### src/cmp_pkg.sv
package cmp_pkg;

    // ==========================================================
    // Register map.
    localparam logic [11:0] CONTROL_OFFSET = 12'h000;
    localparam logic [11:0] IRQ_STATUS_OFFSET = 12'h004;
    localparam logic [11:0] IRQ_MASK_OFFSET = 12'h008;
    localparam logic [11:0] INPUT_AVAIL_OFFSET = 12'h00C;

    // ==========================================================
    // Control register fields.
    localparam int CHANNEL_ENABLE_BIT = 15;
    localparam int RESULT_PIN_ENABLE_BIT = 14;
    localparam int RESULT_INVERT_BIT = 13;
    localparam int EDGE_EVENT_FLAG_BIT = 9;
    localparam int COMPARE_RESULT_BIT = 8;
    localparam int EVENT_EDGE_HI_BIT = 7;
    localparam int EVENT_EDGE_LO_BIT = 6;
    localparam int REFERENCE_SELECT_BIT = 4;
    localparam int CHANNEL_SELECT_HI_BIT = 1;
    localparam int CHANNEL_SELECT_LO_BIT = 0;
    localparam logic [15:0] CONTROL_WRITE_MASK = 16'hE0D3;
    localparam logic [15:0] CONTROL_RESET = 16'h0000;

    // ==========================================================
    // Event edge selection codes.
    localparam logic [1:0] EDGE_FALLING = 2'h2;
    localparam logic [1:0] EDGE_RISING = 2'h1;

    // ==========================================================
    // Interrupt status bits.
    localparam int IRQ_EVENT_BIT = 0;
    localparam int IRQ_RISE_BIT = 1;
    localparam int IRQ_FALL_BIT = 2;
    localparam int IRQ_WIDTH = 3;
    localparam logic [2:0] IRQ_RESET = 3'h0;

    // Input availability reset: every input present.
    localparam logic [4:0] INPUT_AVAIL_RESET = 5'h1F;

endpackage : cmp_pkg

### src/cmp_control.sv
// Our own choices: register access over APB and the register offsets.
module cmp_control
    import cmp_pkg::*;
(
    input wire logic core_clk,
    input wire logic rst_n,
    input wire logic psel,
    input wire logic penable,
    input wire logic pwrite,
    input wire logic [11:0] paddr,
    input wire logic [31:0] pwdata,
    output logic [31:0] prdata,
    output logic pready,
    output logic pslverr,
    input wire logic raw_compare,
    output logic analog_enable,
    output logic [1:0] neg_route,
    output logic neg_grounded,
    output logic pos_route,
    output logic pos_grounded,
    output logic result_pin,
    output logic result_pin_oe,
    output logic event_trigger,
    output logic irq
);

    logic [15:0] control_reg;
    logic event_flag_reg;
    logic result_reg;
    logic result_prev_reg;
    logic event_trigger_reg;
    logic [IRQ_WIDTH-1:0] irq_status_reg;
    logic [IRQ_WIDTH-1:0] irq_mask_reg;
    logic [4:0] input_avail_reg;
    logic raw_sync;
    logic wr_en;
    logic rd_en;
    logic addr_hit;
    logic rise_seen;
    logic fall_seen;
    logic edge_match;
    logic [IRQ_WIDTH-1:0] irq_set;
    logic [31:0] rdata_next;
    logic channel_enable_reg;
    logic channel_enable_next;
    logic result_pin_enable_reg;
    logic result_pin_enable_next;
    logic result_invert_reg;
    logic result_invert_next;
    logic [1:0] event_edge_select_reg;
    logic [1:0] event_edge_select_next;
    logic reference_select_reg;
    logic reference_select_next;
    logic [1:0] input_channel_select_reg;
    logic [1:0] input_channel_select_next;
    logic [4:0] input_avail_next;
    logic result_next;
    logic result_pin_reg;
    logic [1:0] neg_route_reg;
    logic neg_grounded_reg;
    logic pos_route_reg;
    logic pos_grounded_reg;
    logic [1:0] neg_route_next;
    logic neg_grounded_next;
    logic pos_route_next;
    logic pos_grounded_next;

    // ==========================================================
    // Pin input synchroniser.
    cmp_sync u_sync (
        .core_clk(core_clk),
        .rst_n(rst_n),
        .async_in(raw_compare),
        .sync_out(raw_sync)
    );

    // ==========================================================
    // Input selection.
    cmp_input_mux u_mux (
        .input_channel_select(input_channel_select_next),
        .reference_select(reference_select_next),
        .input_avail(input_avail_next),
        .neg_route(neg_route_next),
        .neg_grounded(neg_grounded_next),
        .pos_route(pos_route_next),
        .pos_grounded(pos_grounded_next)
    );

    // ==========================================================
    // Bus decode.
    function automatic logic is_mapped(input logic [11:0] addr);
        is_mapped = (addr == CONTROL_OFFSET) || (addr == IRQ_STATUS_OFFSET) ||
                    (addr == IRQ_MASK_OFFSET) || (addr == INPUT_AVAIL_OFFSET);
    endfunction : is_mapped

    function automatic logic reg_write(input logic strobe, input logic [11:0] addr, input logic [11:0] offset);
        reg_write = strobe && (addr == offset);
    endfunction : reg_write

    assign addr_hit = is_mapped(paddr);
    assign wr_en = psel && penable && pwrite && addr_hit;
    assign rd_en = psel && !penable && !pwrite;
    assign pready = 1'b1;
    assign pslverr = psel && penable && !addr_hit;

    // ==========================================================
    // Control fields.
    always_comb begin
        channel_enable_next = channel_enable_reg;
        result_pin_enable_next = result_pin_enable_reg;
        result_invert_next = result_invert_reg;
        event_edge_select_next = event_edge_select_reg;
        reference_select_next = reference_select_reg;
        input_channel_select_next = input_channel_select_reg;
        if (reg_write(wr_en, paddr, CONTROL_OFFSET)) begin
            channel_enable_next = pwdata[CHANNEL_ENABLE_BIT];
            result_pin_enable_next = pwdata[RESULT_PIN_ENABLE_BIT];
            result_invert_next = pwdata[RESULT_INVERT_BIT];
            event_edge_select_next = pwdata[EVENT_EDGE_HI_BIT:EVENT_EDGE_LO_BIT];
            reference_select_next = pwdata[REFERENCE_SELECT_BIT];
            input_channel_select_next = pwdata[CHANNEL_SELECT_HI_BIT:CHANNEL_SELECT_LO_BIT];
        end
    end

    assign input_avail_next = reg_write(wr_en, paddr, INPUT_AVAIL_OFFSET) ? pwdata[4:0] : input_avail_reg;

    always_ff @(posedge core_clk) begin
        if (!rst_n) begin
            channel_enable_reg <= CONTROL_RESET[CHANNEL_ENABLE_BIT];
        end else begin
            channel_enable_reg <= channel_enable_next;
        end
    end

    always_ff @(posedge core_clk) begin
        if (!rst_n) begin
            result_pin_enable_reg <= CONTROL_RESET[RESULT_PIN_ENABLE_BIT];
        end else begin
            result_pin_enable_reg <= result_pin_enable_next;
        end
    end

    always_ff @(posedge core_clk) begin
        if (!rst_n) begin
            result_invert_reg <= CONTROL_RESET[RESULT_INVERT_BIT];
        end else begin
            result_invert_reg <= result_invert_next;
        end
    end

    always_ff @(posedge core_clk) begin
        if (!rst_n) begin
            event_edge_select_reg <= CONTROL_RESET[EVENT_EDGE_HI_BIT:EVENT_EDGE_LO_BIT];
        end else begin
            event_edge_select_reg <= event_edge_select_next;
        end
    end

    always_ff @(posedge core_clk) begin
        if (!rst_n) begin
            reference_select_reg <= CONTROL_RESET[REFERENCE_SELECT_BIT];
        end else begin
            reference_select_reg <= reference_select_next;
        end
    end

    always_ff @(posedge core_clk) begin
        if (!rst_n) begin
            input_channel_select_reg <= CONTROL_RESET[CHANNEL_SELECT_HI_BIT:CHANNEL_SELECT_LO_BIT];
        end else begin
            input_channel_select_reg <= input_channel_select_next;
        end
    end

    always_comb begin
        control_reg = 16'h0000;
        control_reg[CHANNEL_ENABLE_BIT] = channel_enable_reg;
        control_reg[RESULT_PIN_ENABLE_BIT] = result_pin_enable_reg;
        control_reg[RESULT_INVERT_BIT] = result_invert_reg;
        control_reg[EVENT_EDGE_HI_BIT:EVENT_EDGE_LO_BIT] = event_edge_select_reg;
        control_reg[REFERENCE_SELECT_BIT] = reference_select_reg;
        control_reg[CHANNEL_SELECT_HI_BIT:CHANNEL_SELECT_LO_BIT] = input_channel_select_reg;
        control_reg = control_reg & CONTROL_WRITE_MASK;
    end

    assign analog_enable = control_reg[CHANNEL_ENABLE_BIT];

    // ==========================================================
    // Registered input routing.
    always_ff @(posedge core_clk) begin
        if (!rst_n) begin
            neg_route_reg <= 2'h0;
            neg_grounded_reg <= 1'b0;
            pos_route_reg <= 1'b0;
            pos_grounded_reg <= 1'b0;
        end else begin
            neg_route_reg <= neg_route_next;
            neg_grounded_reg <= neg_grounded_next;
            pos_route_reg <= pos_route_next;
            pos_grounded_reg <= pos_grounded_next;
        end
    end

    assign neg_route = neg_route_reg;
    assign neg_grounded = neg_grounded_reg;
    assign pos_route = pos_route_reg;
    assign pos_grounded = pos_grounded_reg;

    // ==========================================================
    // Result path.
    assign result_next = channel_enable_reg && (raw_sync ^ result_invert_reg);

    always_ff @(posedge core_clk) begin
        if (!rst_n) begin
            result_reg <= 1'b0;
            result_prev_reg <= 1'b0;
            result_pin_reg <= 1'b0;
        end else begin
            result_reg <= result_next;
            result_prev_reg <= result_reg;
            result_pin_reg <= result_next && result_pin_enable_next;
        end
    end

    assign result_pin = result_pin_reg;
    assign result_pin_oe = control_reg[RESULT_PIN_ENABLE_BIT];

    // ==========================================================
    // Edge event detection.
    assign rise_seen = result_reg && !result_prev_reg;
    assign fall_seen = !result_reg && result_prev_reg;

    always_comb begin
        case (control_reg[EVENT_EDGE_HI_BIT:EVENT_EDGE_LO_BIT])
            EDGE_FALLING: edge_match = fall_seen;
            EDGE_RISING: edge_match = rise_seen;
            default: edge_match = 1'b0;
        endcase
    end

    always_ff @(posedge core_clk) begin
        if (!rst_n) begin
            event_flag_reg <= 1'b0;
        end else if (control_reg[CHANNEL_ENABLE_BIT] && edge_match && !event_flag_reg) begin
            event_flag_reg <= 1'b1;
        end else if (reg_write(wr_en, paddr, CONTROL_OFFSET) && !pwdata[EDGE_EVENT_FLAG_BIT]) begin
            event_flag_reg <= 1'b0;
        end
    end

    always_ff @(posedge core_clk) begin
        if (!rst_n) begin
            event_trigger_reg <= 1'b0;
        end else begin
            event_trigger_reg <= control_reg[CHANNEL_ENABLE_BIT] && edge_match && !event_flag_reg;
        end
    end

    assign event_trigger = event_trigger_reg;

    // ==========================================================
    // Interrupt status and mask.
    always_comb begin
        irq_set = '0;
        irq_set[IRQ_EVENT_BIT] = event_trigger_reg;
        irq_set[IRQ_RISE_BIT] = control_reg[CHANNEL_ENABLE_BIT] && rise_seen && !event_flag_reg;
        irq_set[IRQ_FALL_BIT] = control_reg[CHANNEL_ENABLE_BIT] && fall_seen && !event_flag_reg;
    end

    always_ff @(posedge core_clk) begin
        if (!rst_n) begin
            irq_status_reg <= IRQ_RESET;
        end else if (wr_en && paddr == IRQ_STATUS_OFFSET) begin
            irq_status_reg <= (irq_status_reg & ~pwdata[IRQ_WIDTH-1:0]) | irq_set;
        end else begin
            irq_status_reg <= irq_status_reg | irq_set;
        end
    end

    always_ff @(posedge core_clk) begin
        if (!rst_n) begin
            irq_mask_reg <= IRQ_RESET;
        end else if (wr_en && paddr == IRQ_MASK_OFFSET) begin
            irq_mask_reg <= pwdata[IRQ_WIDTH-1:0];
        end
    end

    assign irq = |(irq_status_reg & irq_mask_reg);

    // ==========================================================
    // Package input availability.
    always_ff @(posedge core_clk) begin
        if (!rst_n) begin
            input_avail_reg <= INPUT_AVAIL_RESET;
        end else begin
            input_avail_reg <= input_avail_next;
        end
    end

    // ==========================================================
    // Read data.
    always_comb begin
        rdata_next = 32'h00000000;
        case (paddr)
            CONTROL_OFFSET: begin
                rdata_next[15:0] = control_reg;
                rdata_next[EDGE_EVENT_FLAG_BIT] = event_flag_reg;
                rdata_next[COMPARE_RESULT_BIT] = result_reg;
            end
            IRQ_STATUS_OFFSET: begin
                rdata_next[IRQ_WIDTH-1:0] = irq_status_reg;
            end
            IRQ_MASK_OFFSET: begin
                rdata_next[IRQ_WIDTH-1:0] = irq_mask_reg;
            end
            INPUT_AVAIL_OFFSET: begin
                rdata_next[4:0] = input_avail_reg;
            end
            default: begin
                rdata_next = 32'h00000000;
            end
        endcase
    end

    always_ff @(posedge core_clk) begin
        if (!rst_n) begin
            prdata <= 32'h00000000;
        end else if (rd_en) begin
            prdata <= rdata_next;
        end
    end

endmodule : cmp_control

### src/cmp_input_mux.sv
module cmp_input_mux
    import cmp_pkg::*;
(
    input wire logic [1:0] input_channel_select,
    input wire logic reference_select,
    input wire logic [4:0] input_avail,
    output logic [1:0] neg_route,
    output logic neg_grounded,
    output logic pos_route,
    output logic pos_grounded
);

    // ==========================================================
    // Input routing; a missing input is tied to ground.
    always_comb begin
        neg_route = input_channel_select;
        neg_grounded = !input_avail[input_channel_select];
        pos_route = reference_select;
        pos_grounded = !input_avail[{2'h1, reference_select}];
    end

endmodule : cmp_input_mux

### src/cmp_sync.sv
module cmp_sync
    import cmp_pkg::*;
(
    input wire logic core_clk,
    input wire logic rst_n,
    input wire logic async_in,
    output logic sync_out
);

    logic stage1_reg;
    logic stage2_reg;

    // ==========================================================
    // Two-flop synchroniser.
    always_ff @(posedge core_clk) begin
        if (!rst_n) begin
            stage1_reg <= 1'b0;
            stage2_reg <= 1'b0;
        end else begin
            stage1_reg <= async_in;
            stage2_reg <= stage1_reg;
        end
    end

    assign sync_out = stage2_reg;

endmodule : cmp_sync

### config.mk
export PLATFORM = sky130hd
export DESIGN_NAME = cmp_control
export DESIGN_NICKNAME = d
export VERILOG_FILES = /design/src/cmp_pkg.sv /design/src/cmp_control.sv /design/src/cmp_input_mux.sv /design/src/cmp_sync.sv
export SDC_FILE = /design/constraint.sdc
export NUM_CORES = 1
export LEC_CHECK = 0
export BUFFER_PORTS_ARGS = -buffer_cell sky130_fd_sc_hd__buf_2
export CAP_MARGIN = 20
export CORE_UTILIZATION = 49
export DETAILED_ROUTE_END_ITERATION = 10
export GPL_ROUTABILITY_DRIVEN = 0
export PLACE_DENSITY_LB_ADDON = 0.05
export SYNTH_ARGS = -nofsm -noshare
export SYNTH_HDL_FRONTEND = slang
export SYNTH_SLANG_ARGS = --single-unit
### constraint.sdc
create_clock -name core_clk -period 3.2 [get_ports core_clk]
set_input_delay 0.64 -clock core_clk [delete_from_list [all_inputs] [get_ports core_clk]]
set_output_delay 0.64 -clock core_clk [all_outputs]
set_load 0.02 [all_outputs]
==> impl.org, run 1 <==
** Status
- Status :: complete, no violations

** Timing
- Setup repair after global routing left no endpoint under its margin.
- Hold Fails Final Rpt :: 0
- Final critical-path setup slack :: 835 ps
- Post-Route Setup TNS :: 0 ps
- Fin crit share :: 73.9%
- Setup violations, final :: 0
- Final-report max-slew violation count :: 0
- The clock arrives with 5.09 ps of skew.
- Measured against its own limit, the worst slew margin works out to 51.9%.
- Achievable clock frequency :: 423 MHz
- At the pin with the least slew margin, the transition time is 716 ps.
- The worst path needs 2370 ps of the cycle, external delays included.

** Yosys
- During synthesis, Yosys emitted a total of 0 warnings.
- The cell count after synthesis came out at 202.
- Number of storage elements in the synthesis netlist :: 40
- Top cell type's share of synthesized area :: 41.5%
- Sequential-to-total area share from yosys stat :: 41.5%
- Dividing the synthesized area by the synthesized cell count gives 9.56 um2.
- In this run the cell area of the synthesized design comes to 1930 um2.
- dfxtp_1 takes more of the synthesized area than any other cell.
- Sorting the synthesized cells by area gives the leading types as dfxtp_1 41%, mux2i_1 10%, buf_4 8.2%.
- Distinct cells, synth :: 37

** Routing
- Antenna-violating nets left :: 0
- Wire length after detailed routing :: 3.83 mm
- For this run, the detailed router's first-pass iteration total came to 4.
- Vias/cell :: 5.07
- In the routed design, unresolved DRC markers number 0.
- In the final routed layout, each cell accounts on average for 12.8 um.
- Vias post-DR :: 1520
- Initial DRC count :: 58

** CTS
- Post-CTS setup-driven buffer insertion count :: 0
- The number of gates resized after CTS was 0.
- Number of sinks driven by the clock tree :: 40
- The tree is rooted in a clkbuf_8.
- CTS Hold Buffers Added :: 0
- Clock tree from TritonCTS :: yes
- Clock-pin slew was measured on the worst setup and hold paths at 80 ps.
- At the later pin of the worst-skew pair, clock insertion delay measures 290 ps.
- Depth of the CTS H-tree :: 2
- Total clock buffers created by CTS :: 5
- Counting along the longest clock path gives a buffer depth of 2.

** Final layout
- At the end of the flow, the number of nets in the layout was 303.
- The sequential cells in the finished layout cover a total of 801 um2.
- Diode count :: 0
- Proportion of layout cells with a drive suffix above 1 :: 28.2%
- Summing all multi-input logic gate instances after layout gives 985 um2.
- In the layout the commonest cells are 51 x buf_2, 40 x dfxtp_1, 31 x nor2_1.
- Fillcell total :: 357
- Most common library cell in the layout ignoring fill and taps :: buf_2
- Area added between synthesis and finish :: 16.6%
- The register with the most flip-flops in the layout has 12 of them.

** Hold path
- Kind of path behind the tightest hold check :: reg -> reg
- Min-Delay Path Depth :: 1

** Floorplan
- Die boundary height :: 64.8 um
- Die area :: 4200 um2
- Floorplan row count :: 22
- Top-level port count :: 94
- Starting density of the core :: 52.0%
- Core area :: 3720 um2
- Die extent in x :: 64.8 um

** Place
- Timing analysis after detailed placement gives a worst setup slack of 699 ps.
- Number of port buffers :: 51
- Detailed placement ended at an HPWL of 2.81 mm.

** GRT
- Global routing consumed, over all layers together, 20.0% of the routing resources.
- For this run the aggregate overflow at the end of global routing stands at 0.
- The first global-routing pass estimated 6.34 mm of wire.
- Entering global routing, the biggest net connects 19 pins.
- Antenna violations before repair :: 0
- Via count of the first global-routing pass :: 1350

** Worst setup path
- Biggest cell delay along the critical path :: 360 ps
- The worst setup path is of the in -> out kind.
- Critical Path Source Type :: primary input
- The worst setup path is captured at an output pin.
- List of cells traversed by the critical path :: buf_2 > nor4_4 > nand3_1 > and3_1 > buf_2
- Critical Path Most Common Cell :: buf_2
- Worst R2R Path Depth :: 5
- Together, buffers and inverters on the worst path number 2.
- Counting buffers and inverters, the worst setup path is 5 cells deep.
- Along the worst path, the maximum fanout reaches 5.
- STA puts the critical path data required time at 2560 ps.
- Grouping stages by cell kind, the critical path spends the most delay in simple AND/OR/NAND/NOR gates.
- CP max-delay cell :: nor4_4
- Worst endpoint data arrival time :: 1730 ps

** Pwr
- The worst-case IR drop observed on VDD is 0.540 mV.
- Power density normalized to cell area :: 449 nW/um2
- The design draws 1010 uW.
- The analysis attributes to cell leakage a power of 0.00110 uW.

** Run
- The tool flagged a number of max-cap violations equal to 0.
where the power goes:
| part | switching [uW] | internal [uW] | leakage (uW) |
|---|---|---|---|
| clock network | 179 | 255 | 0.0000614 |
| logic | 56.7 | 23.0 | 0.000721 |
| registers | 0.314 | 498 | 0.000323 |
worst paths after layout:
path,startpoint,to,slack [ps]
worst max-delay path,paddr[11],pslverr,830
worst min-delay path,u_sync.stage1_reg,u_sync.sync_out,440
worst max register to register,event_edge_select_reg[1],event_flag_reg,1830
worst min register to register,u_sync.stage1_reg,u_sync.sync_out,440
stage by stage:
stage / instance area (um2) / instances / hold WS (ps) / util (%)
2_1_floorplan: 2000 / 221 / 412 / -
3_3_place_gp: 2130 / 292 / 421 / 57.3
3_5_place_dp: 2130 / 292 / 427 / 57.3
4_1_cts: 2250 / 300 / 442 / 60.6
5_1_grt: 2250 / 300 / 443 / 60.6
6_report: 2250 / 300 / 436 / 60.6
synth_stat cells:
cell type / count
dfxtp_1: 40
nor2_1: 31
buf_4: 21
mux2i_1: 20
nand2_1: 12
a21oi_1: 8
a22oi_1: 7
clkbuf_1: 7
inv_1: 6
and3_1: 5
nor3_1: 5
a21boi_0: 3
and2_1: 3
nor4_4: 3
o21a_1: 3
a31oi_1: 2
conb_1: 2
ha_1: 2
mux4_2: 2
nand3_1: 2
nor3b_1: 2
a211oi_1: 1
a222oi_1: 1
buf_6: 1
mux2_2: 1
mux2i_4: 1
nand2b_1: 1
nand4_1: 1
nand4_2: 1
nand4_4: 1
nor2b_1: 1
nor3b_2: 1
nor4_1: 1
nor4_2: 1
o21bai_1: 1
o2bb2ai_1: 1
xor2_1: 1
per-layer routing:
metal	up-vias	GRT usage, %	part of all wire, %
li1	756	-	-
met2	62	29.9	40
met4	0	7.50	1.7
met3	7	5.28	7.1
met5	-	0	0
met1	695	27.2	51
cell families (layout without fill, tap and decap cells):
family | count (synthesis) | in the layout | share of synthesized area (%)
buffers and inverters | 35 | 66 | 11.3
flip-flops | 40 | 40 | 41.5
multiplexers | 24 | 24 | 14.4
AO/OA/AOI/OAI | 27 | 27 | 9.52
other | 2 | 21 | 0.389
AND/OR/NAND/NOR | 71 | 71 | 21.2
adder cells (fa/ha/maj) | 2 | 2 | 1.30
XOR/XNOR | 1 | 1 | 0.453
final cells by class:
class                   instances  share of cell area (%)
multi-input cells             146                    43.7
repair buffers                 52                    11.7
clock inverters                 2                    1.72
clock buffers                   6                    3.67
flip-flops and latches         40                    35.6
well taps                      48                    2.67
inverters                       6                    1.00
Note: power is estimated with default switching activity, not from simulation.
==> run 2: changes to the inputs <==
- CORE_UTILIZATION: 49 -> 46
- clock period: 3.2 -> 2.4 ns (I/O delays scaled with it)
==> run 2 against run 1 <==
Routed wire length grew 2.0%; clock power rose by 32%; non-clock buffer count grew 7; critical path depth increased by 1; register-to-register slack lost 800 ps; critical path type unchanged; critical endpoint unchanged; largest cell class unchanged; largest power group unchanged; highest routed layer unchanged.
==> impl.org, run 2 (synthesis gave the netlist of run 1 again) <==
** Worst setup path
- Biggest cell delay along the critical path :: 270 ps
- Required time at the worst-slack endpoint :: 1920 ps
- STA classifies the critical path endpoint as an output pin.
- By instance count, the cell type seen most on the critical path is buf_2.
- In this run the worst path has a maximum fanout of 5.
- For the worst flop-to-flop path, the logic depth is 5.
- Data on the critical path arrives at its endpoint at 1580 ps.
- Critical Path Source Type :: primary input
- Traced cell by cell, the critical path runs through buf_2 > nor4_4 > buf_4 > nand3_1 > and3_1 > buf_2.
- The critical path is of the in -> out type.
- Minimum setup slack among reg-to-reg paths :: 1030 ps
- CP max-delay cell :: nor4_4

** Floorplan
- Floorplan row count :: 23
- The die covers 4460 um2.
- Die boundary height :: 66.8 um
- Top-level port count :: 94
- The region available for standard cell placement spans 4030 um2.
- For this configuration, the core starts out at a cell density of 48.0%.
- In this run the horizontal extent of the chip is 66.8 um.

** Place
- Number of port buffers :: 51
- Post-DP HPWL :: 2.88 mm
- Placement-stage worst setup slack :: 330 ps

** Routing
- The final route contains 1535 vias.
- Vias/cell :: 4.97
- Residual DRC :: 0
- Count of TritonRoute iterations in the first routing pass :: 4
- Initial DRC count :: 75
- Antenna-violating nets left :: 0
- After detailed routing, the average wire length per cell comes to 12.6 um.
- Wire length after detailed routing :: 3.91 mm

** Timing
- In the post-route analysis, the smallest setup slack over all paths is 341 ps.
- Setup violations remaining at the end of the flow were counted as 0.
- Post-Route Setup TNS :: 0 ps
- The clock arrives with 6.34 ps of skew.
- RSZ-0062 raised after global routing :: no
- In the finished design, the share of the clock period the worst path needs comes to 85.8%.
- The final-report max-slew violation count was 0.
- Based on the critical path, the design can be clocked at up to 486 MHz.
- Hold Fails Final Rpt :: 0
- Final min period :: 2060 ps

** Final layout
- The number of antenna diodes in the final layout is 0.
- Area added between synthesis and finish :: 19.4%
- Final Net Count :: 310
- The register with the most flip-flops in the layout has 12 of them.
- Most common library cell in the layout ignoring fill and taps :: buf_2
- Most frequent cells in the layout :: 51 x buf_2, 40 x dfxtp_1, 31 x nor2_1
- Proportion of layout cells with a drive suffix above 1 :: 30.1%
- Fillcell total :: 390

** GRT
- Via count of the first global-routing pass :: 1269
- Antenna violations before repair :: 0
- Pin count of the biggest net entering global routing :: 16
- First-pass GRT wire length :: 6.08 mm
- Overall fraction of global-route tracks in use :: 18.6%
- Summed over all layers, the global routing overflow is 0.

** CTS
- After clock tree synthesis, the repair step resized 0 gates.
- Clock-pin slew on the worst setup and hold paths :: 70 ps
- In this run the number of H-tree levels came out at 2.
- Hold repair after CTS inserted 0 buffers.
- The number of clock buffers added by TritonCTS is 5.
- Clock tree from TritonCTS :: yes
- Cell at the root of the clock tree :: clkbuf_8
- For the worst-skew pair, the clock arrives at the later sink with an insertion delay of 290 ps.
- Counting every sink on the clock net gives 40.
- After clock tree synthesis, the setup repair step added 0 buffers.
- Worst-case clock buffer depth :: 2

** Hold path
- The worst hold path was traced through 2 stages.
- Kind of path behind the tightest hold check :: in -> reg

** Pwr
- For this design the ratio of total power to cell area is 585 nW/um2.
- Total power for the finished layout comes to 1350 uW.
- Leakage :: 0.00114 uW
- VDD sags by at most 0.354 mV.

** Status
- Status :: complete, no violations

** Run
- Max-capacitance violation count :: 0
-- run 2: changes by cell type in the layout (fill, tap and decap cells not counted) --
| cell | delta |
|---|---|
| buf_4 | +7 |
-- run 2: path summary, 6_finish.rpt --
path / startpoint / end
worst min-delay path: raw_compare / u_sync.stage1_reg
worst max register to register: event_edge_select_reg[1] / event_flag_reg
worst min register to register: u_sync.stage1_reg / u_sync.sync_out
worst max-delay path: paddr[7] / pslverr
-- run 2: through the flow --
stage | instances | utilization [%] | hold slack [ps] | instance area (um2)
4_1_cts | 309 | 57.3 | 391 | 2310
3_3_place_gp | 301 | 54.3 | 421 | 2190
5_1_grt | 309 | 57.3 | 401 | 2310
2_1_floorplan | 221 | - | 412 | 2000
6_report | 309 | 57.3 | 401 | 2310
3_5_place_dp | 301 | 54.3 | 422 | 2190
-- run 2: metal layers --
metal | track usage [%] | share of wire [%] | vias up
met5 | 0 | 0 | -
met2 | 26.4 | 41 | 67
li1 | - | - | 765
met1 | 26.8 | 51 | 701
met4 | 6.38 | 0.64 | 0
met3 | 4.97 | 6.6 | 2
-- run 2: layout make-up --
class	instances	area, um2	share of cell area [%]
clock inverter	2	38.8	1.68
timing repair buffer	59	315	13.7
multi-input combinational	146	985	42.7
inverter	6	22.5	0.976
sequential	40	801	34.7
tap	50	62.6	2.71
clock buffer	6	82.6	3.58
-- run 2: power by group --
group | switching [uW] | leakage, uW | internal [uW]
Combinational | 76.2 | 0.000755 | 33.5
Clock | 234 | 0.0000614 | 340
Sequential | 0.394 | 0.000323 | 665
Total | 311 | 0.00114 | 1040
-- run 2: critical path, delay by kind of cell --
kind | cells | cell delay [ps]
buffers and inverters | 3 | 420
and+or+nand+nor | 3 | 670
==> run 3: changes to the inputs <==
==> constraint.sdc (replaced) <==
create_clock -name core_clk -period 2.4 [get_ports core_clk]
set_input_delay 0.12 -clock core_clk [delete_from_list [all_inputs] [get_ports core_clk]]
set_output_delay 0.12 -clock core_clk [all_outputs]
set_load 0.02 [all_outputs]
==> run 3 against run 2 <==
Hold slack got worse by 360 ps; count of clock-buffer cells in the layout did not move; routed wire length fell by 1.8%; worst setup slack improved by 540 ps; fmax rose by 35%; utilization fell by 0.93 points; critical endpoint is now neg_grounded; largest cell class unchanged; highest routed layer unchanged.
==> impl.org, run 3 (synthesis gave the netlist of run 1 again) <==
** Floorplan
- Starting density of the core :: 48.0%
- In this run the horizontal extent of the chip is 66.8 um.
- Core area :: 4030 um2
- Die boundary height :: 66.8 um
- Floorplan row count :: 23
- In this run the count of I/O pins placed on the die edge is 94.
- Die area :: 4460 um2

** Place
- Number of port buffers :: 51
- Post-DP HPWL :: 2.84 mm

** Worst setup path
- In this run the worst path has a maximum fanout of 8.
- At the worst endpoint, the required time is 2580 ps.
- STA classifies the critical path startpoint as a primary input.
- Data arrives at the worst endpoint at 1710 ps.
- Worst setup path class :: in -> reg
- Measured in cells, the most critical reg-to-reg path has a length of 5.
- The worst setup path is captured at a flop.

** Routing
- For this run, design rule violations remaining after detail routing come to 0.
- Dividing the detail-routed wire length by the instance count gives 12.6 um.
- Before antenna repair, the detailed router went through 4 iterations.
- The count of nets left with antenna violations once routing finished came out at 0.
- Vias/cell :: 4.93
- Wire length after detailed routing :: 3.84 mm
- Initial DRC count :: 44
- Vias post-DR :: 1500

** Timing
- The worst pin sits at a relative slew slack of 61.9%.
- Worst Hold Slack :: 36.3 ps
- Worst slew pin tran :: 570 ps
- Final min period :: 1520 ps
- Fin crit share :: 63.5%
- Achievable clock frequency :: 657 MHz
- Worst Clk Skew :: 9.63 ps
- Setup violations remaining at the end of the flow were counted as 0.
- The number of endpoints with negative hold slack in the final report came to 0.
- Post-Route Setup TNS :: 0 ps
- Setup repair after global routing left no endpoint under its margin.
- The final-report max-slew violation count came to 0.

** Hold path
- Kind of path behind the tightest hold check :: in -> reg
- Min-Delay Path Depth :: 2

** Final layout
- Flip-flop count of the largest register after layout :: 12
- At the end of the flow the core is filled with cells to 56.3%.
- Most frequent cells in the layout :: 51 x buf_2, 40 x dfxtp_1, 31 x nor2_1
- The area growth from synthesis to layout is 17.5%.
- Final Net Count :: 305
- The library cell used most frequently in the layout, excluding fill and tap cells, is buf_2.
- The post-route netlist has 28.7% of its cells at a drive strength greater than 1.
- The repair_antennas step left the layout with diodes totalling 0.

** CTS
- Depth of the CTS H-tree :: 2
- Resize count post-CTS :: 0
- The root buffer cell chosen for the clock tree is clkbuf_8.
- Once the clock tree was built, the setup fixing pass inserted 0 buffers.
- Clock tree from TritonCTS :: yes
- Counting the buffers created by CTS gives 5.
- Clock latency on the worst-skew pair, taken at its later pin, is 300 ps.
- Clock-pin slew on the worst setup and hold paths :: 70 ps
- CTS Hold Buffers Added :: 0
- Counting along the longest clock path gives a buffer depth of 2.
- Number of sinks driven by the clock tree :: 40

** Pwr
- Share of power burned in combinational logic :: 7.9%
- Fraction of power consumed by sequential logic :: 49.2%
- Clk pwr share :: 42.9%
- Power density normalized to cell area :: 595 nW/um2
- Net switching is 23.3% of the power.
- Psw :: 315 uW
- Max VDD drop :: 0.476 mV
- P_int :: 1040 uW
- Leakage :: 0.00111 uW

** GRT
- First-pass GRT wire length :: 6.18 mm
- Summed over all layers, the global routing overflow is 0.
- Entering global routing, the biggest net connects 19 pins.
- Global routing consumed, over all layers together, 19.0% of the routing resources.
- The initial antenna violation count came to 0.
- Via count of the first global-routing pass :: 1303

** Status
- Status :: complete, no violations

** Run
- Max-cap violations in this run came to 0.
[run 3: cell types whose count changed in the layout (fill, tap and decap cells not counted)]
cell   delta
buf_4     -5
[run 3: critical path: stages]
cell and delay (ps):
buf_2 110, nor4_4 360, and3_1 320, nand4_2 310, mux2_2 380, o2bb2ai_1 110
[run 3: worst paths after layout]
check | startpoint | endpoint | slack (ps)
max reg2reg | event_edge_select_reg[1] | event_flag_reg | 1040
max | paddr[11] | neg_grounded | 880
min reg2reg | u_sync.stage1_reg | u_sync.sync_out | 430
min | raw_compare | u_sync.stage1_reg | 40
[run 3: layer usage]
| layer | vias to the layer above | track usage (%) | part of all wire [%] |
|---|---|---|---|
| met5 | - | 0 | 0 |
| met1 | 667 | 27.2 | 50 |
| met2 | 68 | 27.0 | 41 |
| met3 | 6 | 5.48 | 7.4 |
| met4 | 0 | 6.38 | 1.4 |
| li1 | 759 | - | - |
[run 3: area by class of cell]
cell class	instances	area, um2
sequential	40	801
timing repair buffer	54	278
fill	410	1760
tap	50	62.6
inverter	6	22.5
clock inverter	2	38.8
clock buffer	6	82.6
multi-input combinational	146	985
[run 3: through the flow]
stage	std cells	cell area, um2	worst slack [ps]	total power, uW
after floorplan	221	2000	725	773
after global placement	296	2150	550	786
after detailed placement	296	2150	563	786
after CTS	304	2270	873	1370
after global routing	304	2270	749	1400
final	304	2270	877	1350
[run 3: power by group through the flow]
| stage | sequential (uW) | combinational, uW | clock (uW) |
|---|---|---|---|
| 3_5_place_dp | 681 | 105 | 0 |
| 3_3_place_gp | 681 | 105 | 0 |
| 4_1_cts | 665 | 106 | 595 |
| 6_report | 665 | 106 | 579 |
| 5_1_grt | 665 | 118 | 620 |
| 2_1_floorplan | 681 | 92.2 | 0 |
